### src/core/gpio_consts.svh
/*
 * Constants of the general-purpose pin block: register indices, bit masks
 * of implemented bits, reset values and edge-select codes.
 * Assumes it is included by bare name from the core files.
 */
`ifndef GPIO_CONSTS_SVH
`define GPIO_CONSTS_SVH

// Register indices; the byte address on the bus is four times the index
`define IDX_PORT0_DIR 8'hb8
`define IDX_PORT1_DIR 8'hc1
`define IDX_PORT2_DIR 8'hc2
`define IDX_PORT5_DIR 8'hc5
`define IDX_PORT0_PU 8'he0
`define IDX_PORT1_PU 8'he1
`define IDX_PORT2_PU 8'he2
`define IDX_PORT5_PU 8'he5
`define IDX_OD_CTRL 8'he9
// Bit set and bit clear aliases of the direction registers, low bits = port
`define IDX_DIR_SET_BASE 5'h1e
`define IDX_DIR_CLR_BASE 5'h1f
// Pin level readback
`define IDX_PIN_LEVEL 8'hee

// Implemented bits per port (P1.1 has no direction and no pull-up bit)
`define MASK_PORT0 8'h01
`define MASK_PORT1 8'h0d
`define MASK_PORT2 8'h3f
`define MASK_PORT5 8'h10
`define MASK_OD 8'h01

// Reset values
`define RST_DIR 8'h00
`define RST_PU 8'h00
`define RST_OD 8'h00

// Pin positions in the flat twelve-pin vector
`define PIN_P00 0
`define PIN_P10 1
`define PIN_P11 2
`define PIN_P12 3
`define PIN_P13 4
`define PIN_P54 11

// Edge select codes for the external interrupt input
`define EDGE_FALL 2'h0
`define EDGE_RISE 2'h1
`define EDGE_BOTH 2'h2

`endif

### src/core/gpio_pkg.sv
/*
 * Types of the general-purpose pin block.
 * Assumes nothing beyond a SystemVerilog compiler.
 */
package gpio_pkg;

    // High clock build-time option
    typedef enum logic [2:0] {
        HCLK_INT_RC = 3'b000,
        HCLK_RC = 3'b001,
        HCLK_32K = 3'b010,
        HCLK_4M = 3'b011,
        HCLK_12M = 3'b100,
        HCLK_INT_RC_RTC = 3'b101
    } high_clk_e;

    // Port slot: ports 0, 1, 2, 5 held in four slots
    typedef logic [1:0] port_slot_t;

endpackage

### src/core/gpio_pin_cell.sv
/*
 * One pin's output stage: direction, open-drain, pull-up and takeover by
 * a shared function, with registered pad controls.
 * Assumes the pad combines pin_o, pin_oe_o and pin_pu_o into the wire.
 */
`timescale 1ns/100ps
`default_nettype none

module gpio_pin_cell #(
    parameter bit OUT_CAPABLE = 1'b1,
    parameter bit OD_CAPABLE = 1'b0
) (
    // Clock and reset
    input wire logic clk_i,
    input wire logic rst_i,
    // Settings from the register file
    input wire logic dir_i,
    input wire logic pu_en_i,
    input wire logic od_en_i,
    input wire logic data_i,
    // Shared function takeover
    input wire logic alt_en_i,
    input wire logic alt_data_i,
    input wire logic release_i,
    // Pad controls
    output logic pin_o,
    output logic pin_oe_o,
    output logic pin_pu_o
);

    logic drive_d; // Pad driven this cycle
    logic level_d; // Level put on the pad
    logic od_mode; // Open-drain in force

    assign od_mode = OD_CAPABLE && od_en_i;

    // Output enable and level from mode, open-drain and takeover
    always_comb begin
        drive_d = 1'b0;
        level_d = 1'b0;
        if (release_i || !OUT_CAPABLE) begin
            // Analog or input-only use: pad left to others
            drive_d = 1'b0;
        end else if (alt_en_i) begin
            // Shared digital output owns the pin
            drive_d = 1'b1;
            level_d = alt_data_i;
        end else if (od_mode) begin
            drive_d = !data_i;
            level_d = 1'b0;
        end else begin
            drive_d = dir_i;
            level_d = data_i;
        end
    end

    // Registered pad controls so the pad sees no glitches
    always_ff @(posedge clk_i) begin
        if (rst_i) begin
            pin_o <= 1'b0;
            pin_oe_o <= 1'b0;
            pin_pu_o <= 1'b0;
        end else begin
            pin_o <= level_d;
            pin_oe_o <= drive_d;
            pin_pu_o <= OUT_CAPABLE && pu_en_i && !dir_i && !od_mode
                        && !alt_en_i && !release_i;
        end
    end

endmodule // gpio_pin_cell

`default_nettype wire

### src/core/gpio_port_control.sv
/*
 * Twelve-pin general-purpose port block: direction, pull-up and
 * open-drain registers on a classic Wishbone slave, shared-function
 * takeover of pins, and the external interrupt edge detector.
 * Assumes all inputs are synchronous to clk_i and that the port data
 * values arrive from the data register block outside.
 */
`timescale 1ns/100ps
`default_nettype none

`include "gpio_consts.svh"

module gpio_port_control
    import gpio_pkg::*;
(
    // Clock and reset
    input wire logic clk_i,
    input wire logic rst_i,
    // Wishbone slave
    input wire logic cyc_i,
    input wire logic stb_i,
    input wire logic we_i,
    input wire logic [31:0] adr_i,
    input wire logic [3:0] sel_i,
    input wire logic [31:0] dat_i,
    output logic [31:0] dat_o,
    output logic ack_o,
    // Pads, one bit per pin
    input wire logic [11:0] pin_i,
    output logic [11:0] pin_o,
    output logic [11:0] pin_oe_o,
    output logic [11:0] pin_pu_o,
    // Port data from the data register block, one bit per pin
    input wire logic [11:0] port_data_i,
    output logic [11:0] pin_level_o,
    // Build-time options
    input wire logic reset_pin_opt_i,
    input wire logic [2:0] high_clk_opt_i,
    // Timer and interrupt controls
    input wire logic timer_counter_enable_i,
    input wire logic pwm_output_enable_i,
    input wire logic toggle_output_enable_i,
    input wire logic pwm_output_i,
    input wire logic buzzer_output_i,
    input wire logic ext_int_enable_i,
    input wire logic [1:0] edge_select_i,
    // Shared function outputs
    output logic ext_int_input_o,
    output logic ext_reset_n_o,
    output logic osc_input_o,
    output logic osc_output_claim_o
);

    // Direction and pull-up storage, one byte per port slot
    logic [7:0] dir_q [4];
    logic [7:0] pu_q [4];
    logic [7:0] od_q; // Open-drain control byte
    logic ack_q; // Bus answer
    logic [31:0] dat_q; // Registered read data
    logic [7:0] rd_byte; // Read mux result
    logic req; // New bus request this cycle
    logic wr_lo; // Write that carries byte lane 0
    logic hi_zero; // Address bits outside the decoded index are zero
    logic [7:0] idx; // Register index
    logic [7:0] mask [4]; // Implemented bits per slot
    logic [7:0] dir_idx [4]; // Direction register index per slot
    logic [7:0] pu_idx [4]; // Pull-up register index per slot
    logic [2:0] port_num [4]; // Port number per slot
    logic [11:0] dir_pin; // Direction per pin
    logic [11:0] pu_pin; // Pull-up enable per pin
    logic [11:0] alt_en; // Shared digital output owns pin
    logic [11:0] alt_data; // Level of the shared output
    logic [11:0] release_pin; // Analog or reset takeover, pad released
    logic osc_in_claim; // P1.3 taken by the oscillator
    logic osc_out_claim; // P1.2 taken by the oscillator
    logic reset_claim; // P1.1 is the external reset
    logic pwm_sel; // P5.4 carries PWM
    logic buz_sel; // P5.4 carries buzzer
    logic p00_prev_q; // Last sample of P0.0
    logic [11:0] level_q; // Pin levels seen by software

    // Per-slot constants: port 0, 1, 2 and 5
    // Twelve pins on four ports
    assign mask[0] = `MASK_PORT0;
    assign mask[1] = `MASK_PORT1;
    assign mask[2] = `MASK_PORT2;
    assign mask[3] = `MASK_PORT5;
    assign dir_idx[0] = `IDX_PORT0_DIR;
    assign dir_idx[1] = `IDX_PORT1_DIR;
    assign dir_idx[2] = `IDX_PORT2_DIR;
    assign dir_idx[3] = `IDX_PORT5_DIR;
    assign pu_idx[0] = `IDX_PORT0_PU;
    assign pu_idx[1] = `IDX_PORT1_PU;
    assign pu_idx[2] = `IDX_PORT2_PU;
    assign pu_idx[3] = `IDX_PORT5_PU;
    assign port_num[0] = 3'h0;
    assign port_num[1] = 3'h1;
    assign port_num[2] = 3'h2;
    assign port_num[3] = 3'h5;

    // Bus decode; word index sits in byte address bits 9:2
    assign idx = adr_i[9:2];
    assign hi_zero = (adr_i[31:10] == 22'h000000) && (adr_i[1:0] == 2'h0);
    assign req = cyc_i && stb_i && !ack_q;
    assign wr_lo = req && we_i && sel_i[0] && hi_zero;

    // Answer every request one cycle later, mapped or not
    always_ff @(posedge clk_i) begin
        if (rst_i) begin
            ack_q <= 1'b0;
        end else begin
            ack_q <= req;
        end
    end

    assign ack_o = ack_q;

    // Direction registers, one process per slot
    genvar s;
    generate
        for (s = 0; s < 4; s++) begin : g_slot
            always_ff @(posedge clk_i) begin
                if (rst_i) begin
                    dir_q[s] <= `RST_DIR;
                end else if (wr_lo && idx == dir_idx[s]) begin
                    dir_q[s] <= dat_i[7:0] & mask[s];
                end else if (wr_lo && idx == {`IDX_DIR_SET_BASE,
                                               port_num[s]}) begin
                    dir_q[s] <= dir_q[s] | (dat_i[7:0] & mask[s]);
                end else if (wr_lo && idx == {`IDX_DIR_CLR_BASE,
                                               port_num[s]}) begin
                    dir_q[s] <= dir_q[s] & ~dat_i[7:0];
                end
            end

            // Pull-up registers, write only
            always_ff @(posedge clk_i) begin
                if (rst_i) begin
                    pu_q[s] <= `RST_PU;
                end else if (wr_lo && idx == pu_idx[s]) begin
                    pu_q[s] <= dat_i[7:0] & mask[s];
                end
            end
        end
    endgenerate

    // Open-drain control, write only and taken a byte at a time
    always_ff @(posedge clk_i) begin
        if (rst_i) begin
            od_q <= `RST_OD;
        end else if (wr_lo && idx == `IDX_OD_CTRL) begin
            od_q <= dat_i[7:0] & `MASK_OD;
        end
    end

    // Read mux; write-only and unmapped registers read as zero
    always_comb begin
        rd_byte = 8'h00;
        if (hi_zero) begin
            case (idx)
                `IDX_PORT0_DIR: begin
                    rd_byte = dir_q[0];
                end
                `IDX_PORT1_DIR: begin
                    rd_byte = dir_q[1];
                end
                `IDX_PORT2_DIR: begin
                    rd_byte = dir_q[2];
                end
                `IDX_PORT5_DIR: begin
                    rd_byte = dir_q[3];
                end
                `IDX_PIN_LEVEL: begin
                    // Only the low byte fits here; see level bits below
                    rd_byte = level_q[7:0];
                end
                default: begin
                    // Pull-up and open-drain hide their contents
                    rd_byte = 8'h00;
                end
            endcase
        end
    end

    // Registered read data; pin level register carries all twelve bits
    always_ff @(posedge clk_i) begin
        if (rst_i) begin
            dat_q <= 32'h00000000;
        end else if (req && !we_i) begin
            if (hi_zero && idx == `IDX_PIN_LEVEL) begin
                dat_q <= {20'h00000, level_q};
            end else begin
                dat_q <= {24'h000000, rd_byte};
            end
        end
    end

    assign dat_o = dat_q;

    // Oscillator and reset takeover from the build-time options
    always_comb begin
        osc_in_claim = 1'b0;
        osc_out_claim = 1'b0;
        case (high_clk_opt_i)
            HCLK_RC: begin
                osc_in_claim = 1'b1;
            end
            HCLK_32K, HCLK_4M, HCLK_12M, HCLK_INT_RC_RTC: begin
                osc_in_claim = 1'b1;
                osc_out_claim = 1'b1;
            end
            default: begin
                // Internal oscillator leaves both pins free
                osc_in_claim = 1'b0;
            end
        endcase
    end

    assign reset_claim = reset_pin_opt_i;
    assign ext_reset_n_o = reset_claim ? pin_i[`PIN_P11] : 1'b1;
    assign osc_input_o = osc_in_claim ? pin_i[`PIN_P13] : 1'b0;
    assign osc_output_claim_o = osc_out_claim;

    assign pwm_sel = timer_counter_enable_i && pwm_output_enable_i;
    assign buz_sel = timer_counter_enable_i && toggle_output_enable_i
                     && !pwm_output_enable_i;

    // Flat per-pin vectors: P5.4, P2.5..P2.0, P1.3..P1.0, P0.0
    assign dir_pin = {dir_q[3][4], dir_q[2][5:0], dir_q[1][3:0],
                      dir_q[0][0]};
    assign pu_pin = {pu_q[3][4], pu_q[2][5:0], pu_q[1][3:0], pu_q[0][0]};

    // Takeover masks per pin
    always_comb begin
        alt_en = 12'h000;
        alt_data = 12'h000;
        release_pin = 12'h000;
        alt_en[`PIN_P54] = pwm_sel || buz_sel;
        alt_data[`PIN_P54] = pwm_sel ? pwm_output_i : buzzer_output_i;
        release_pin[`PIN_P12] = osc_out_claim;
        release_pin[`PIN_P13] = osc_in_claim;
        release_pin[`PIN_P11] = reset_claim;
    end

    // One output stage per pin; P1.1 cannot drive, P1.0 alone can be open-drain
    genvar p;
    generate
        for (p = 0; p < 12; p++) begin : g_pin
            gpio_pin_cell #(
                .OUT_CAPABLE(p != `PIN_P11),
                .OD_CAPABLE(p == `PIN_P10)
            ) u_cell (
                .clk_i(clk_i),
                .rst_i(rst_i),
                .dir_i(dir_pin[p]),
                .pu_en_i(pu_pin[p]),
                .od_en_i(od_q[0]),
                .data_i(port_data_i[p]),
                .alt_en_i(alt_en[p]),
                .alt_data_i(alt_data[p]),
                .release_i(release_pin[p]),
                .pin_o(pin_o[p]),
                .pin_oe_o(pin_oe_o[p]),
                .pin_pu_o(pin_pu_o[p])
            );
        end
    endgenerate

    // Pin levels for software; P1.1 forced high in reset use
    always_ff @(posedge clk_i) begin
        if (rst_i) begin
            level_q <= 12'h000;
        end else begin
            level_q <= pin_i;
            if (reset_claim) begin
                level_q[`PIN_P11] <= 1'b1;
            end
        end
    end

    assign pin_level_o = level_q;

    // Previous P0.0 sample for the edge detector
    always_ff @(posedge clk_i) begin
        if (rst_i) begin
            // Track the pin so a high idle level gives no edge after reset
            p00_prev_q <= pin_i[`PIN_P00];
        end else begin
            p00_prev_q <= pin_i[`PIN_P00];
        end
    end

    // One-cycle request on the chosen edge while the input is enabled
    always_comb begin
        ext_int_input_o = 1'b0;
        if (ext_int_enable_i) begin
            case (edge_select_i)
                `EDGE_FALL: begin
                    ext_int_input_o = p00_prev_q && !pin_i[`PIN_P00];
                end
                `EDGE_RISE: begin
                    ext_int_input_o = !p00_prev_q && pin_i[`PIN_P00];
                end
                `EDGE_BOTH: begin
                    ext_int_input_o = p00_prev_q ^ pin_i[`PIN_P00];
                end
                default: begin
                    // Unused code gives no requests
                    ext_int_input_o = 1'b0;
                end
            endcase
        end
    end

endmodule // gpio_port_control

`default_nettype wire

### config.mk
export PLATFORM = sky130hd
export DESIGN_NAME = gpio_port_control
export DESIGN_NICKNAME = d
export VERILOG_FILES = /design/src/core/gpio_pkg.sv /design/src/core/gpio_pin_cell.sv /design/src/core/gpio_port_control.sv
export VERILOG_INCLUDE_DIRS = /design/src /design/src/core
export SDC_FILE = /design/constraint.sdc
export NUM_CORES = 1
export LEC_CHECK = 0
export ABC_AREA = 0
export ABC_CLOCK_PERIOD_IN_PS = 2200
export BUFFER_PORTS_ARGS = -buffer_cell sky130_fd_sc_hd__buf_4
export CAP_MARGIN = 10
export CORE_ASPECT_RATIO = 1.25
export CORE_MARGIN = 5
export CORE_UTILIZATION = 44
export CTS_CLUSTER_SIZE = 16
export DETAILED_ROUTE_END_ITERATION = 8
export PLACE_DENSITY_LB_ADDON = 0.3
export SLEW_MARGIN = 10
export SYNTH_ARGS = -nofsm -noshare
export SYNTH_HDL_FRONTEND = slang
export SYNTH_SLANG_ARGS = --single-unit
export TNS_END_PERCENT = 5
### constraint.sdc
create_clock -name clk_i -period 2.2 [get_ports clk_i]
set_input_delay 0.11 -clock clk_i [delete_from_list [all_inputs] [get_ports clk_i]]
set_output_delay 0.11 -clock clk_i [all_outputs]
set_load 0.03 [all_outputs]
* Word-level counts from Yosys, hierarchy flattened
Memories as Yosys holds them, arrays and structs flattened. Index checks and enable logic that the tools add are counted. Widths: inputs -> output; s select.
Word-level totals: register bits 80, word-level logic and storage cells 258, output and inout port bits 85, memories kept 2, input bits 109, memory bits (writable) 56
Operators by class: bitwise operators 26, equality and inequality tests 25, reduce and logical (&&, ||, !) cells 75, multiplexer cells 92
Memories:
- dir_q | words 4, width 8, rd ports 4, clocked after memory_dff 0, wr ports 4, RTL line gpio_port_control.sv:55 | logic [7:0] dir_q [4];
- pu_q | words 4, width 6, rd ports 4, clocked after memory_dff 0, wr ports 4, RTL line gpio_port_control.sv:56 | logic [7:0] pu_q [4];
Operators by type and width (number):
- $eq 8x8->1 const B | 18
- $mux 8 | 13
- $mux 1 | 72
- $logic_and 1x1->1 | 45
- $pmux 8 s5 | 1
- $and 8x8->8 | 4
- $mux 6 | 4
- $logic_not 22->1 | 1
- $logic_not 1->1 | 21
- $or 1x1->1 | 16
- $mux 12 | 1
- $not 8->8 | 1
- $or 8x1->8 | 1
- $or 8x4->8 | 1
- $or 8x5->8 | 1
- $or 8x6->8 | 1
- $eq 3x2->1 const B | 2
- $eq 3x3->1 const B | 2
- $reduce_or 2->1 | 3
- $reduce_or 5->1 | 1
- $logic_not 2->1 | 2
- $reduce_or 4->1 | 1
- $eq 3x1->1 const B | 1
- $pmux 1 s3 | 1
- 4 further kinds | 4

* Longest topological paths before layout
Gate-level depths: netlist of run 1.
depth in word-level cells 12, gate-level depth with buffers 7, gate-level depth less buffers 6

* By module
A second synthesis of run 1 with hierarchy kept.
Unflattened totals: cells, all modules 449, area, all modules 4772.1 µm²
Modules (own cells, without submodules):
- gpio_port_control | sequential area each 1831.8 µm², cells each 344, instances 1, area each 3638.5 µm²
- gpio_pin_cell (g_pin[0].u_cell ...) | sequential area each 60.1 µm², cells each 9, instances 10, area each 98.8 µm²
- gpio_pin_cell (g_pin[1].u_cell) | sequential area each 60.1 µm², cells each 11, instances 1, area each 118.9 µm²
- gpio_pin_cell (g_pin[2].u_cell) | sequential area each 0.0 µm², cells each 4, instances 1, area each 26.3 µm²

* Worst setup path before layout of run 1
Ideal clock, no wire load.
path kind register to register, from register ack_q (netlist: ack_o), to memory dir_q[0][1], enable pin, setup time 0.383 ns, arrival time 2.219 ns, cell stages (with the launch flop) 7, period minus slack after synthesis 2.602 ns, path slack -0.402 ns, buffers on the path 2, required time 1.817 ns, path through dfxtp_1 nand3b_1 or2_2 or3_1 buf_2 clkbuf_1 o31ai_1
RTL lines:
- start, declared | RTL line gpio_port_control.sv:58 | logic ack_q;
- start signal, assigned | RTL line gpio_port_control.sv:112 | ack_q <= req;
- end, declared | RTL line gpio_port_control.sv:55

==> impl_metrics.py, run 1 <==
metrics = {
    "cts": {
        "cts.sinks": 103,
        "path_clk_slew_ns": 0.07,
        "cts_setup_buffers": 0,
        "cts_buffers": 9,
        "worstSkewPairLatency_ns": 0.34,
        "ctsLongestPathBuffers": 2,
        "htree_levels": 3,
        "root_buffer": "clkbuf_16",
        "cts_tree": "yes",
    },
    "critical_path": {
        "cp-end-kind": "flip-flop",
        "crit_arrival_ns": 2.14,
        "path_class": "reg2reg",
        "slowest_delay_ns": 0.42,
        "timing.rr.end": "dir_q[2][2]$_SDFFCE_PN0P_",
        "critical_path.max_fanout": 6,
        "startpoint_type": "flip-flop",
        "r2r.worst_path.cells": 5,
        "r2r_start": "ack_o$_SDFF_PP0_",
        "timing.critical_path.buf_inv": 0,
        "required_ns": 2.24,
        "worst-r2r-setup-slack_ns": 0.1,
        "critPathTopFamily": "simple AND/OR/NAND/NOR gates",
        "worstPathCellList": "nand3b_1 -> or2_4 -> or3_1 -> or3_1 -> nand2_2",
        "slowest_stage": "or3_1",
        "cpMostUsedCell": "or3_1",
    },
    "layout": {
        "n_fill_cell": 929,
        "antenna_cells": 0,
        "final_cell_area_mm2": 0.006326,
        "final_nets": 717,
        "fin_cells": 743,
        "drive_gt1_frac": 0.3191,
        "area_growth_pct": 32.60,
    },
    "floorplanning": {
        "fp.dieArea_mm2": 0.01304,
        "core_mm2": 0.01062,
        "rows": 42,
        "die_w_um": 103.1,
        "chipHeight_um": 126.4,
        "start_util": 0.4494,
        "io_pins": 194,
    },
    "pwr": {
        "leakage_nw": 2.504,
        "power.density_mw_per_mm2": 651.5,
        "power_w": 0.004122,
        "vdd.ir_drop.worst_mv": 0.3157,
    },
    "routing": {
        "num_vias": 3940,
        "post_drt_wl_per_cell_um": 17.24,
        "remaining_drc_errors": 0,
        "drt_iter0_markers": 212,
        "ant_nets": 0,
        "avgViaCountPerCell": 5.303,
        "drt_pass1_iterations": 4,
        "wl_um": 12810,
    },
    "synth": {
        "synth_largest_area_cell": "edfxtp_1",
        "synth_edf_count": 43,
        "yosysMostFrequentCell": "dfxtp_1",
        "synthCells": 463,
        "synth_common_cells": "dfxtp_1 (60), buf_4 (56), edfxtp_1 (43), nor3b_1 (30), nor2b_1 (29)",
        "synth.distinct_cells": 49,
        "syn-cell-area_mm2": 0.004771,
        "ys.warnings.count": 0,
        "avgSynthCellArea_um2": 10.30,
        "ys_ff_latch": 103,
        "ys_async_sr_fraction": 0,
        "yosysSeqAreaShare": 0.5224,
        "synth_area_leaders": "edfxtp_1 (27%), dfxtp_1 (25%), buf_4 (8.8%)",
        "synthFlopType": "dfxtp_1",
        "synth_top_area_frac": 0.2707,
    },
    "sta": {
        "skew_ns": 0.005668,
        "hold_viol_final": 0,
        "drv_slew": 0,
        "worst_pin_slew_ns": 0.7065,
        "fin_crit_ns": 2.104,
        "rsz0062_at_grt": "false",
        "worst_slack_ns": 0.09606,
        "fmax_ghz": 0.4753,
        "setup_viol": 0,
        "slew_headroom": 0.5285,
        "finalCritPeriodShare": 0.9563,
    },
    "min_path": {
        "hold-path-cell-count": 3,
        "worstHoldStart": "port_data_i[11]",
        "hp-class": "in2reg",
        "min_to": "g_pin[11].u_cell.pin_o$_SDFF_PP0_",
    },
    "run": {
        "maxCapViolations": 0,
    },
    "global_routing": {
        "grt_overflow": 0,
        "grt_usage": 0.1956,
        "antenna_found_initial": 0,
        "grt_pass1_wl_um": 19620,
        "first_global_vias": 4014,
        "grt_start_max_net_pins": 45,
    },
    "placement": {
        "port-buffer-count": 142,
        "pre_cts_slack_ns": -0.006565,
        "dp_hpwl_um": 9486,
        "place_area_mm2": 0.005792,
        "place.gp.congestion": 0.9358,
        "dp.cells": 703,
    },
    "status": {
        "outcome": "complete, no violations",
    },
}
tightest hold or removal path, stage by stage:
cell and delay (ns):
buf_4 0.11, inv_1 0.05, a221oi_1 0.06
what timing repair did:
action / in CTS / in global routing
hold endpoints to repair: 23 / 0
hold buffers: 24 / 0
setup endpoints to repair: 5 / 33
resized for setup: 1 / 3
pin swaps: 0 / 1
power by group:
part / internal (W) / total [W] / switching (W)
clock network: 0.000832 / 0.00149 / 0.000655
registers: 0.00205 / 0.00208 / 0.0000316
logic: 0.000237 / 0.000550 / 0.000313
routing by layer:
| metal | up-vias | GRT usage | part of all wire |
|---|---|---|---|
| li1 | 1875 | - | - |
| met5 | - | 0 | 0 |
| met3 | 33 | 0.02581 | 0.068 |
| met1 | 1867 | 0.2276 | 0.38 |
| met4 | 0 | 0.1174 | 0.041 |
| met2 | 165 | 0.3351 | 0.51 |
cells in the final DEF, fill, tap and decap left out, types with 3 or more instances in the layout:
cell type	n
nand4_1	4
o21ai_1	3
a32o_1	3
edfxtp_1	43
o22ai_1	8
nor4b_1	5
nand2b_1	4
nor3b_1	30
clkbuf_1	3
conb_1	23
buf_4	165
nor4_1	9
dfxtp_1	60
nand3_1	5
nand3b_1	8
nand2_1	27
o21ai_0	7
a21oi_2	6
nor3_1	7
a22oi_1	20
nor2_1	22
and2_1	11
a21oi_1	26
dlygate4sd3_1	24
nor2b_1	29
clkbuf_16	9
inv_1	8
per-stage QoR:
step | hold WS [ns] | utilization | TNS [ns]
CTS | 0.02907 | 0.5951 | 0
detailed placement | 0.2391 | 0.5456 | -0.01254
global route | 0.02913 | 0.5959 | 0
global placement | 0.2358 | 0.5456 | 0
floorplan | 0.1377 | - | -2.159
finish | 0.03873 | 0.5959 | 0
logic make-up after synthesis:
| family | Yosys count | share of synthesized area |
|---|---|---|
| flip-flops | 103 | 0.5224 |
| adder cells (fa/ha/maj) | 2 | 0.005244 |
| other | 1 | 0.0007860 |
| buffers and inverters | 88 | 0.1157 |
| AND/OR/NAND/NOR | 181 | 0.2321 |
| multiplexers | 2 | 0.004196 |
| XOR/XNOR | 1 | 0.001836 |
| AO/OA/AOI/OAI | 85 | 0.1178 |
final cells by class:
type / instances / area, um2 / area share
timing repair buffer: 190 / 1499 / 0.2369
sequential: 103 / 2492 / 0.3940
clock buffer: 14 / 264.0 / 0.04173
inverter: 8 / 30.03 / 0.004747
tap: 132 / 165.2 / 0.02611
multi-input combinational: 294 / 1863 / 0.2945
clock inverter: 2 / 12.51 / 0.001978
state kept, by name, summed over array words and instances (netlist names):
name and flops:
dir_q 32, dat_o 12, pin_level_o 12, g_pin.u_cell.pin_o 11
g_pin.u_cell.pin_oe_o 11, g_pin.u_cell.pin_pu_o 11, pu_q 11, ack_o 1
od_q 1, p00_prev_q 1
worst max-delay path by stage:
stage | start | to | slack (ns) | depth (start not counted)
global placement | ack_o$_SDFF_PP0_ | pu_q[2][4]$_SDFFCE_PN0P_ | 0.04 | 7
finish | ack_o$_SDFF_PP0_ | dir_q[2][2]$_SDFFCE_PN0P_ | 0.1 | 5
floorplan | ack_o$_SDFF_PP0_ | dir_q[3][0]$_DFFE_PP_ | -0.11 | 6
CTS | ack_o$_SDFF_PP0_ | pu_q[2][1]$_SDFFCE_PN0P_ | 0.02 | 7
detailed placement | ack_o$_SDFF_PP0_ | pu_q[2][1]$_SDFFCE_PN0P_ | -0.007 | 7
global route | ack_o$_SDFF_PP0_ | dir_q[0][3]$_DFFE_PP_ | 0.01 | 5
Power figures use the tool's default switching activity.
==> run 2: changes to the inputs <==
--- a/config.mk
+++ b/config.mk
@@ -7,12 +7,12 @@
 export NUM_CORES = 1
 export LEC_CHECK = 0
 export ABC_AREA = 0
-export ABC_CLOCK_PERIOD_IN_PS = 2200
+export ABC_CLOCK_PERIOD_IN_PS = 2700
 export BUFFER_PORTS_ARGS = -buffer_cell sky130_fd_sc_hd__buf_4
-export CAP_MARGIN = 10
+export CAP_MARGIN = 20
 export CORE_ASPECT_RATIO = 1.25
 export CORE_MARGIN = 5
-export CORE_UTILIZATION = 44
+export CORE_UTILIZATION = 52
 export CTS_CLUSTER_SIZE = 16
 export DETAILED_ROUTE_END_ITERATION = 8
 export PLACE_DENSITY_LB_ADDON = 0.3
==> constraint.sdc (replaced) <==
create_clock -name clk_i -period 2.7 [get_ports clk_i]
set_input_delay 0.135 -clock clk_i [delete_from_list [all_inputs] [get_ports clk_i]]
set_output_delay 0.135 -clock clk_i [all_outputs]
set_load 0.03 [all_outputs]
==> impl_metrics.py, run 2 (same netlist as run 1, synthesis figures left out) <==
metrics = {
    "status": {
        "outcome": "complete, no violations",
    },
    "pwr": {
        "power_switching_share": 0.2487,
        "p_comb_frac": 0.129,
        "intPower_w": 0.002474,
        "power_frac_clock": 0.356,
        "p_sw_w": 0.0008187,
        "power_frac_seq": 0.515,
        "leakage_nw": 2.382,
        "power.density_mw_per_mm2": 545.7,
        "vdd.ir_drop.worst_mv": 0.3079,
    },
    "cts": {
        "htree_levels": 3,
        "cts_tree": "yes",
        "worstSkewPairLatency_ns": 0.34,
        "path_clk_slew_ns": 0.06,
        "root_buffer": "clkbuf_16",
        "ctsResizeCount": 0,
        "ctsLongestPathBuffers": 2,
        "cts_buffers": 9,
        "cts.sinks": 103,
    },
    "layout": {
        "utilization": 0.6647,
        "area_growth_pct": 26.46,
        "drive_gt1_frac": 0.3129,
        "seq_area_mm2": 0.002492,
        "mostFrequentLayoutCells": "buf_4 (158), dfxtp_1 (60), edfxtp_1 (43)",
        "final_common_cell": "buf_4",
        "largest_reg_flops": 32,
        "final_nets": 694,
        "largest_register": "dir_q",
        "antenna_cells": 0,
        "n_fill_cell": 747,
        "multi_input_comb_area_mm2": 0.001815,
    },
    "routing": {
        "post_drt_wl_per_cell_um": 17.37,
        "drt_iter0_markers": 267,
        "ant_nets": 0,
        "avgViaCountPerCell": 5.457,
        "wl_um": 12350,
        "remaining_drc_errors": 0,
        "num_vias": 3880,
        "drt_pass1_iterations": 5,
    },
    "run": {
        "maxCapViolations": 0,
    },
    "min_path": {
        "hold-path-cell-count": 2,
        "min_to": "g_pin[0].u_cell.pin_o$_SDFF_PP0_",
        "hp-class": "in2reg",
        "worstHoldStart": "port_data_i[0]",
    },
    "critical_path": {
        "worstPathCellList": "nand3b_1 -> or2_2 -> or3_1 -> or3_1 -> nand2_1",
        "slowest_stage": "or3_1",
        "critPathTopFamily": "simple AND/OR/NAND/NOR gates",
        "critical_path.max_fanout": 9,
        "r2r.worst_path.cells": 5,
        "crit_arrival_ns": 2.35,
        "worst-r2r-setup-slack_ns": 0.37,
        "startpoint_type": "flip-flop",
        "timing.critical_path.buf_inv": 0,
        "timing.rr.end": "dir_q[2][5]$_SDFFCE_PN0P_",
        "required_ns": 2.72,
        "r2r_start": "ack_o$_SDFF_PP0_",
        "cpMostUsedCell": "or3_1",
        "path_class": "reg2reg",
        "cp-end-kind": "flip-flop",
        "slowest_delay_ns": 0.48,
    },
    "placement": {
        "port-buffer-count": 142,
        "dp_hpwl_um": 9074,
        "place.gp.congestion": 0.9217,
        "pre_cts_slack_ns": 0.3274,
    },
    "sta": {
        "worst_pin_slew_ns": 0.8664,
        "rsz0062_at_grt": "false",
        "setup_viol": 0,
        "fmax_ghz": 0.4289,
        "drv_slew": 0,
        "hold_viol_final": 0,
        "skew_ns": 0.006931,
        "fin_crit_ns": 2.332,
        "worst_slack_ns": 0.3683,
        "slew_headroom": 0.4209,
        "setup_tns_ns": 0,
        "finalCritPeriodShare": 0.8636,
    },
    "floorplanning": {
        "core_mm2": 0.009076,
        "die_w_um": 95.67,
        "start_util": 0.5256,
        "chipHeight_um": 117.1,
        "rows": 39,
        "fp.dieArea_mm2": 0.01120,
        "io_pins": 194,
    },
    "global_routing": {
        "first_global_vias": 3842,
        "grt_overflow": 0,
        "grt_pass1_wl_um": 18710,
        "use_met3": 0.02941,
        "grt_usage": 0.2185,
        "antenna_found_initial": 0,
        "grt-busiest-layer": "met2",
        "grt_use_met2": 0.3840,
        "grt_start_max_net_pins": 67,
        "met1_usage": 0.2580,
    },
}
[run 2: power groups by stage]
| stage | Combinational (W) | Clock (W) | Sequential, W |
|---|---|---|---|
| detailed placement | 0.000411 | 0 | 0.00173 |
| CTS | 0.000423 | 0.00120 | 0.00170 |
| floorplan | 0.000253 | 0 | 0.00174 |
| finish | 0.000424 | 0.00117 | 0.00170 |
| global route | 0.000453 | 0.00126 | 0.00170 |
| global placement | 0.000403 | 0 | 0.00173 |
[run 2: worst max path at each step]
stage | from | to | slack [ns] | cells past startpoint
finish | ack_o$_SDFF_PP0_ | dir_q[2][5]$_SDFFCE_PN0P_ | 0.37 | 5
global route | ack_o$_SDFF_PP0_ | dir_q[2][0]$_SDFFCE_PN0P_ | 0.29 | 5
CTS | ack_o$_SDFF_PP0_ | dir_q[2][0]$_SDFFCE_PN0P_ | 0.38 | 5
detailed placement | adr_i[29] | dir_q[2][4]$_SDFFCE_PN0P_ | 0.33 | 6
global placement | adr_i[29] | dir_q[2][2]$_SDFFCE_PN0P_ | 0.39 | 6
floorplan | ack_o$_SDFF_PP0_ | dir_q[0][1]$_DFFE_PP_ | 0.1 | 6
[run 2: metal layers]
layer	vias to the layer above	share of wire	wire, um
met5	-	0	0
met4	0	0.031	382
met3	28	0.060	736
met2	156	0.53	6503
met1	1861	0.38	4731
li1	1835	-	-
[run 2: layout make-up]
cell class	instances	area share
flip-flops and latches	103	0.4131
multi-input cells	294	0.3009
repair buffers	167	0.2115
clock buffers	11	0.03857
well taps	123	0.02551
clock inverters	5	0.005392
inverters	8	0.004977
[run 2: timing repair]
item / CTS / global route
hold endpoints to repair: 9 / 0
buffers inserted: 0 / 0
hold buffers: 9 / 0
[run 2: per-stage QoR]
| stage | total power [W] | std cells | area, um2 | hold WS, ns |
|---|---|---|---|---|
| 6_report | 0.003292 | 711 | 6033 | 0.006746 |
| 5_1_grt | 0.003412 | 711 | 6033 | 0.007234 |
| 4_1_cts | 0.003316 | 711 | 6033 | 0.001500 |
| 3_5_place_dp | 0.002143 | 686 | 5678 | 0.2659 |
| 3_3_place_gp | 0.002133 | 686 | 5678 | 0.2600 |
| 2_1_floorplan | 0.001998 | 485 | 4853 | 0.1627 |
